[src/froe_regs.vh]
// Constants for the file register operation executor.
// Included by the core design file; holds definitions only.
`ifndef FROE_REGS_VH
`define FROE_REGS_VH

// Instruction word fields (14-bit word).
`define FROE_IW 14
`define FROE_FADDR_MSB 6
`define FROE_DEST_BIT 7
`define FROE_LIT_MSB 7
`define FROE_BR_MSB 10

// Opcode patterns: upper bits compared against the word.
`define FROE_OPC_CLEAR_FILE_OP 7'h03
`define FROE_OPC_CLEAR_WORKING_OP 7'h02
`define FROE_OPC_DECREMENT_FILE_OP 6'h03
`define FROE_OPC_DECREMENT_SKIP_ZERO_OP 6'h0b
`define FROE_OPC_INCREMENT_SKIP_ZERO_OP 6'h0f
`define FROE_OPC_BRANCH 3'h5
`define FROE_OPC_ORLIT 6'h38

// Page latch field feeding the upper program counter bits.
`define FROE_PAGE_LSB 3
`define FROE_PAGE_MSB 6

// Reset values.
`define FROE_PC_RST 15'h0000
`define FROE_W_RST 8'h00

`endif
[src/froe_alu.v]
// Eight-bit result unit for the executor: decrement, increment, OR, clear.
// Purely combinational; the caller registers the results.
`timescale 1ns/100ps
module froe_alu #(
   parameter W = 8
) (
   input wire [1:0] sel, // 0 dec, 1 inc, 2 or, 3 clear
   input wire [W-1:0] a, // Main operand
   input wire [W-1:0] b, // OR operand
   output reg [W-1:0] res, // Result
   output wire zero // Result equals zero
);
   always @* begin
      case (sel)
         2'h0: res = a - {{(W-1){1'b0}}, 1'b1};
         2'h1: res = a + {{(W-1){1'b0}}, 1'b1};
         2'h2: res = a | b;
         default: res = {W{1'b0}};
      endcase
   end

   assign zero = (res == {W{1'b0}});
endmodule

[src/froe_core.v]
// Executor for clear, decrement, skip, branch and OR-literal instructions.
// Assumes the file register read data is valid combinationally for file_addr,
// and that the fetched word on instr is valid when instr_valid is high.
`timescale 1ns/100ps
`include "froe_regs.vh"

// Contract
// - clear_file_op zeroes register, sets zero flag
// - decrement_file_op result routed by destination bit
// - clear_working_op zeroes working register, sets zero
// - decrement_skip_zero_op skips next on zero result
// - increment_skip_zero_op skips next on zero result
// - Branch literal loads program counter bits 10:0
// - Page latch bits 6:3 give counter bits 14:11
// - Branch takes two cycles, second discarded
// - or_literal_op ORs literal into working, updates zero
module froe_core #(
   parameter PCW = 15,
   parameter DW = 8
) (
   input wire clock, // 40 MHz instruction clock
   input wire rst, // Synchronous reset, active high
   input wire ce, // Clock enable, freezes all state when low
   input wire instr_valid, // Fetched word on instr is valid
   input wire [`FROE_IW-1:0] instr, // Fetched instruction word
   input wire [DW-1:0] file_rdata, // Read data of addressed register
   input wire [7:0] page_latch_reg, // Page latch register value
   output wire [6:0] file_addr, // Register file address
   output reg [DW-1:0] file_wdata, // Register file write data
   output reg file_we, // Register file write strobe, one cycle
   output reg [PCW-1:0] pc, // Program counter
   output reg [DW-1:0] wreg, // Working register
   output reg zero_flag, // Zero status flag
   output reg squash // Current fetch is discarded
);
   wire is_clear_file_op;
   wire is_clear_working_op;
   wire is_decrement_file_op;
   wire is_decrement_skip_zero_op;
   wire is_increment_skip_zero_op;
   wire is_branch;
   wire is_orlit;
   wire dest_file;
   wire exec;
   reg [1:0] alu_sel;
   reg [DW-1:0] alu_a;
   wire [DW-1:0] alu_res;
   wire alu_zero;

   assign is_clear_file_op = instr[13:7] == `FROE_OPC_CLEAR_FILE_OP;
   assign is_clear_working_op = instr[13:7] == `FROE_OPC_CLEAR_WORKING_OP;
   assign is_decrement_file_op = instr[13:8] == `FROE_OPC_DECREMENT_FILE_OP;
   assign is_decrement_skip_zero_op = instr[13:8] == `FROE_OPC_DECREMENT_SKIP_ZERO_OP;
   assign is_increment_skip_zero_op = instr[13:8] == `FROE_OPC_INCREMENT_SKIP_ZERO_OP;
   assign is_branch = instr[13:11] == `FROE_OPC_BRANCH;
   assign is_orlit = instr[13:8] == `FROE_OPC_ORLIT;
   assign dest_file = instr[`FROE_DEST_BIT];
   assign file_addr = instr[`FROE_FADDR_MSB:0];
   // A squashed fetch executes as a no-operation.
   assign exec = instr_valid & ~squash;

   always @* begin
      alu_sel = 2'h3;
      alu_a = file_rdata;
      if (is_decrement_file_op | is_decrement_skip_zero_op) begin
         alu_sel = 2'h0;
      end else if (is_increment_skip_zero_op) begin
         alu_sel = 2'h1;
      end else if (is_orlit) begin
         alu_sel = 2'h2;
         alu_a = wreg;
      end
   end

   froe_alu #(
      .W(DW)
   ) u_alu (
      .sel(alu_sel),
      .a(alu_a),
      .b(instr[`FROE_LIT_MSB:0]),
      .res(alu_res),
      .zero(alu_zero)
   );

   always @(posedge clock) begin
      if (rst) begin
         pc <= `FROE_PC_RST;
         wreg <= `FROE_W_RST;
         zero_flag <= 1'b0;
         squash <= 1'b0;
         file_we <= 1'b0;
         file_wdata <= {DW{1'b0}};
      end else if (ce) begin
         file_we <= 1'b0;
         if (instr_valid) begin
            squash <= 1'b0;
            pc <= pc + {{(PCW-1){1'b0}}, 1'b1};
         end
         if (exec) begin
            if (is_clear_file_op) begin
               file_wdata <= {DW{1'b0}};
               file_we <= 1'b1;
               zero_flag <= 1'b1;
            end else if (is_clear_working_op) begin
               wreg <= {DW{1'b0}};
               zero_flag <= 1'b1;
            end else if (is_decrement_file_op | is_decrement_skip_zero_op | is_increment_skip_zero_op) begin
               if (dest_file) begin
                  file_wdata <= alu_res;
                  file_we <= 1'b1;
               end else begin
                  wreg <= alu_res;
               end
               if (is_decrement_file_op) begin
                  zero_flag <= alu_zero;
               end else begin
                  squash <= alu_zero;
               end
            end else if (is_branch) begin
               pc <= {page_latch_reg[`FROE_PAGE_MSB:`FROE_PAGE_LSB],
                      instr[`FROE_BR_MSB:0]};
               squash <= 1'b1;
            end else if (is_orlit) begin
               wreg <= alu_res;
               zero_flag <= alu_zero;
            end
         end
      end
   end
endmodule

[config.mk]
export PLATFORM = sky130hd
export DESIGN_NAME = froe_core
export DESIGN_NICKNAME = d
export VERILOG_FILES = /design/src/froe_alu.v /design/src/froe_core.v
export VERILOG_INCLUDE_DIRS = /design/src /design/src/src
export SDC_FILE = /design/constraint.sdc
export NUM_CORES = 1
export LEC_CHECK = 0
export BUFFER_PORTS_ARGS = -buffer_cell sky130_fd_sc_hd__buf_2
export CORE_ASPECT_RATIO = 0.75
export CORE_MARGIN = 4
export CORE_UTILIZATION = 42
export DETAILED_ROUTE_END_ITERATION = 12
export GPL_ROUTABILITY_DRIVEN = 0
export PLACE_DENSITY = 0.68
export SLEW_MARGIN = 25
export SYNTH_ARGS = -nofsm -noshare
export SYNTH_HDL_FRONTEND = slang
export SYNTH_SLANG_ARGS = --single-unit
[constraint.sdc]
create_clock -name clock -period 5.6 [get_ports clock]
set_clock_uncertainty 0.1 [all_clocks]
set_input_delay 0.56 -clock clock [delete_from_list [all_inputs] [get_ports clock]]
set_output_delay 0.56 -clock clock [all_outputs]
set_load 0.01 [all_outputs]
==> flow_summary.toml, run 1 <==
[final_layout]
fin_nets = 401
layout_commonest_cell = "buf_2"
final_cell_mix = "70 x buf_2, 51 x nor2_1, 34 x dfxtp_1"
drive_gt1_share_pct = 26.4
final_cells = 435
diodes = 0
syn_to_final_growth_pct = 18.8

[clock_network]
clockRootBuffer = "clkbuf_8"
cts_tree = "built"
cts-resized-gates = 0
cts_sinks = 34
clk_latency_ns = 0.29
clkTransAtPathRegs_ns = 0.08
cts_buffer_depth = 2
post-cts-setup-buffers = 0
holdBufCountCts = 0
numCtsBuffers = 5
h-tree-depth = 2

[worst_setup_path]
worst_setup_path_end_kind = "flop"
critical_path_class = "input port to flop"
path_buf_inv = 1
r2r_slack_ns = 2.77
path_delay_family = "simple AND/OR/NAND/NOR gates"
cp_slowest_cell = "nand2_1"
crit_chain = "buf_2 -> and4b_1 -> nand2_1 -> mux2_2 -> fa_1 -> a211o_1 -> a21oi_1 -> nor4_1 -> a311oi_1 -> nand3b_1 -> nor3_2 -> a31o_1"
crit_path_start_kind = "input port"
crit_arrival_ns = 3.94
slowest_delay_ns = 0.50
crit_required_ns = 5.74
path_max_fanout = 18

[timing]
slew_violations = 0
tightest_slew_ns = 0.773
final-hold-violation-count = 0
fmax_mhz = 263
slew_headroom_pct = 48.5
rsz0062_at_grt = "false"
post-route-period-util_pct = 67.9
setup_violations = 0
finalSetupTns_ns = 0
min_period_ns = 3.80

[yosys]
synthFlopType = "dfxtp_1"
synth_area_um2 = 2330
ys_seq_area_share_pct = 29.2
synth_async_sr_flop_share_pct = 0
postSynthAreaPerCell_um2 = 7.65
synth_cell_types = 55
synth_edf_count = 0
synth_fp_nets = 347
syn_inst = 305
yosysWarnings = 0
ys_ff_latch = 34

[grt]
grt_use_total_pct = 20.2
overflow = 0
antenna_found_initial = 0
grt_pass1_vias = 2215
grt_max_degree = 36
grt_pass1_wl_mm = 10.9

[run_status]
status = "completed"

[drt]
wl_per_cell_um = 15.3
routed_wl_mm = 6.64
drt_iter0_drc = 117
vias = 2427
final_antenna_net_count = 0
via_per_inst = 5.58
first_pass_iters = 5
drc = 0

[floorplan]
die_w_um = 94.0
core_area_um2 = 5350
start_util_pct = 43.6
rows = 23
io_pins = 75
die_area_um2 = 6820
fp.dieH_um = 72.5

[place]
place_inst = 427
dp_hpwl_mm = 5.04
io_buffers = 70

[run]
maxCapViolations = 0

[pwr]
p_leak_uw = 0.00116
p_per_area_nw_per_um2 = 207
irDropWorstVdd_uv = 129

[worst_hold_path]
hp-class = "flop to flop"
[sequential cells by signal, summed over array words and instances (netlist names)]
signal / cells
pc: 15
file_wdata: 8
wreg: 8
file_we: 1
squash: 1
zero_flag: 1
[layer usage]
layer  global-route usage [%]  part of all wire (%)  up-vias  routed length (um)
met2                     28.5                    41       92                2730
met1                     29.9                    49     1107                3250
met4                     5.93                   1.3        0                  88
li1                         -                     -     1217                   -
met3                     5.39                   8.7       11                 578
met5                        0                     0        -                   0
[worst reg2reg max path: cells and delay by family, from the launching register on]
| family | cells | cell delay [ns] |
|---|---|---|
| and+or+nand+nor | 3 | 0.51 |
| muxes | 1 | 0.31 |
| DFF | 1 | 0.34 |
| adders and majority gates | 1 | 0.43 |
| AOI/OAI and AO/OA | 4 | 1.09 |
[worst paths after layout]
check                                                  end  depth (start not counted)                        from
worst max register to register         squash$_SDFFE_PP0P_                          9        wreg[1]$_SDFFE_PP0P_
worst min register to register  file_wdata[7]$_SDFFE_PP0P_                          2  file_wdata[7]$_SDFFE_PP0P_
worst min-delay path            file_wdata[7]$_SDFFE_PP0P_                          2  file_wdata[7]$_SDFFE_PP0P_
worst max-delay path                   squash$_SDFFE_PP0P_                         12                   instr[11]
[final cells by class]
cell class / instances / area (um^2)
Fill cell: 549 / 2580
Multi-Input combinational cell: 247 / 1530
Sequential cell: 34 / 681
Timing Repair Buffer: 70 / 350
Tap cell: 75 / 93.8
Clock buffer: 5 / 68.8
Clock inverter: 3 / 45.0
Inverter: 1 / 3.75
[metrics by stage]
step | worst slack, ns | hold WS [ns] | util, % | cell area [um^2] | power (uW)
2_1_floorplan | 1.92 | 0.376 | - | 2330 | 318
3_3_place_gp | 1.58 | 0.338 | 49.6 | 2660 | 345
3_5_place_dp | 1.57 | 0.345 | 49.6 | 2660 | 346
4_1_cts | 1.87 | 0.355 | 51.8 | 2770 | 577
5_1_grt | 1.55 | 0.381 | 51.8 | 2770 | 600
6_report | 1.80 | 0.353 | 51.8 | 2770 | 572
[cells by family after synthesis]
| logic type | synth area share [%] |
|---|---|
| adder cells (fa/ha/maj) | 4.61 |
| AO/OA/AOI/OAI | 25.8 |
| multiplexers | 5.04 |
| buffers and inverters | 5.31 |
| AND/OR/NAND/NOR | 27.5 |
| XOR/XNOR | 2.58 |
| flip-flops | 29.2 |
[Yosys cell counts (3+ instances only)]
cell type   n  area (um^2)
mux2_2      6         67.6
a211oi_1    7         52.6
mux2i_1     5         50.1
nor3_1      5         25.0
clkbuf_1   11         41.3
o31ai_1     4         30.0
o22ai_1     6         37.5
nor2b_1     3         18.8
buf_4       8         60.1
ha_1        7         87.6
nand3_1    13         65.1
nand4_1     3         18.8
a21oi_1    13         65.1
dfxtp_1    34          681
nor2_1     51          191
nand2b_1    4         25.0
nand2_1    32          120
xor2_1      3         26.3
and3_1      5         31.3
o21ai_0    16         80.1
a21o_1      4         30.0
nand3b_1    4         30.0
a22oi_1    15          113
buf_2       3         15.0
[report_power, final]
group | internal [uW] | switching [uW]
clock | 132 | 98.7
combinational | 38.5 | 54.1
sequential | 245 | 3.84
total | 416 | 157
No activity file was read; power rests on OpenSTA's default activity.
==> inputs of run 2 (changes only) <==
==> constraint.sdc (replaced) <==
create_clock -name clock -period 3.7 [get_ports clock]
set_clock_uncertainty 0.1 [all_clocks]
set_input_delay 0.37 -clock clock [delete_from_list [all_inputs] [get_ports clock]]
set_output_delay 0.37 -clock clock [all_outputs]
set_load 0.01 [all_outputs]
==> run 2 against run 1 <==
Net effect:
- sequential power up 51%
- highest routed layer unchanged
- cell count up 0.69%
- sequential share of layout area down 0.25 points
- via count up 2.2%
- flip-flop and latch count unchanged
- clock power up 52%
- routed wire length unchanged
- largest cell class unchanged
- critical path depth unchanged
- register-to-register slack worse by 1.8 ns
- worst hold slack worse by 0.025 ns
==> flow_summary.toml, run 2 (synthesized netlist as in run 1, its figures left out) <==
[grt]
grt_use_total_pct = 19.1
overflow = 0
busiest_layer = "met1"
antenna_found_initial = 0
grt_pass1_vias = 2098
grt_pass1_wl_mm = 10.5
grt_max_degree = 36
met3_usage_pct = 5.28
grtUsageMet1_pct = 29.2
met2_usage_pct = 27.2

[final_layout]
final_cells = 438
layout_commonest_cell = "buf_2"
fin_nets = 405
diodes = 0
final_cell_mix = "70 x buf_2, 51 x nor2_1, 34 x dfxtp_1"
largest_reg_flops = 15
regMostFlops = "pc"
reg_top3 = "pc (15), file_wdata (8), wreg (8)"
drive_gt1_share_pct = 27.0
syn_to_final_growth_pct = 20.0

[drt]
drt_iter0_drc = 170
wl_per_cell_um = 15.2
routed_wl_mm = 6.64
via_per_inst = 5.66
drc = 0
final_antenna_net_count = 0
vias = 2480
first_pass_iters = 5

[worst_hold_path]
hold_path_depth = 3
hp-class = "input port to flop"
min_from = "page_latch_reg[3]"
hold_end = "pc[11]$_SDFFE_PP0P_"

[clock_network]
numCtsBuffers = 5
clkTransAtPathRegs_ns = 0.07
cts_tree = "built"
cts-resized-gates = 0
post-cts-setup-buffers = 0
cts_buffer_depth = 2
holdBufCountCts = 0
clockRootBuffer = "clkbuf_8"
h-tree-depth = 2
clk_latency_ns = 0.28
cts_sinks = 34

[floorplan]
io_pins = 75
rows = 23
die_w_um = 94.0
fp.dieH_um = 72.5
core_area_um2 = 5350
die_area_um2 = 6820
start_util_pct = 43.6

[pwr]
total_power_uw = 867
irDropWorstVdd_uv = 180
p_leak_uw = 0.00118
p_per_area_nw_per_um2 = 310

[worst_setup_path]
r2r_slack_ns = 0.93
crit_arrival_ns = 3.27
crit-reg2reg-launch = "wreg[1]$_SDFFE_PP0P_"
critical_path_class = "input port to flop"
cp_slowest_cell = "fa_1"
slowest_delay_ns = 0.43
worst_setup_path_end_kind = "flop"
crit_required_ns = 3.83
reg2reg_depth = 9
crit_chain = "buf_2 -> and4b_1 -> nand2_1 -> mux2_2 -> fa_1 -> a211o_1 -> a21oi_1 -> nor4_1 -> a311oi_1 -> nand3b_1 -> nor3_2 -> a31o_1"
crit_path_start_kind = "input port"
reg2reg_to = "zero_flag$_SDFFE_PP0P_"
path_max_fanout = 9

[place]
dp_hpwl_mm = 4.99
place_inst = 431
io_buffers = 70

[timing]
slew_headroom_pct = 46.8
post-route-period-util_pct = 85.0
setup_violations = 0
finalSetupTns_ns = 0
rsz0062_at_grt = "false"
slew_violations = 0
min_period_ns = 3.14
final-hold-violation-count = 0
fmax_mhz = 318
tightest_slew_ns = 0.799

[run]
maxCapViolations = 0

[run_status]
status = "completed"
==> run 2: cell types whose count changed in the layout (fill, tap and decap cells not counted), sizes merged <==
cell,before,now
buf,70,74
clkbuf,5,6
clkinvlp,2,0
==> run 2: layout make-up <==
type                            instances  area (um^2)
Multi-Input combinational cell        247         1530
Timing Repair Buffer                   74          380
Clock buffer                            6         82.6
Sequential cell                        34          681
Fill cell                             540         2550
Inverter                                1         3.75
Clock inverter                          1         30.0
Tap cell                               75         93.8
==> run 2: per-layer routing <==
metal / wire length, um / share of wire, % / up-vias
met4: 24 / 0.36 / 0
met1: 3230 / 49 / 1154
met2: 2820 / 42 / 92
met3: 565 / 8.5 / 6
met5: 0 / 0 / -
li1: - / - / 1228
==> run 2: worst max path at each step <==
stage,depth (start not counted),slack [ns],start,end
global placement,12,0.32,instr[11],squash$_SDFFE_PP0P_
finish,12,0.56,instr[11],zero_flag$_SDFFE_PP0P_
CTS,12,0.59,instr[11],zero_flag$_SDFFE_PP0P_
global route,13,0.41,instr[11],squash$_SDFFE_PP0P_
detailed placement,12,0.31,instr[11],zero_flag$_SDFFE_PP0P_
floorplan,13,0.21,instr[11],squash$_SDFFE_PP0P_
==> run 2: report_power, final <==
part           internal (uW)  switching (uW)  total (uW)
clock network            216             135         351
registers                370            5.96         376
logic                   58.9            80.9         140
==> run 2: per-stage QoR <==
step	utilization (%)	area, um^2	hold WS [ns]	setup slack, ns
final	52.3	2800	0.328	0.556
after global routing	52.3	2800	0.345	0.410
after CTS	52.3	2800	0.328	0.587
after detailed placement	50.2	2690	0.347	0.312
after global placement	50.2	2690	0.336	0.318
after floorplan	-	2330	0.376	0.210
==> run 2: critical path: cells and delay by family <==
family	cells	cell delay, ns
mux	1	0.38
simple gates	5	0.88
compound gates	4	1.05
fa+ha+maj	1	0.43
buf+inv	1	0.15
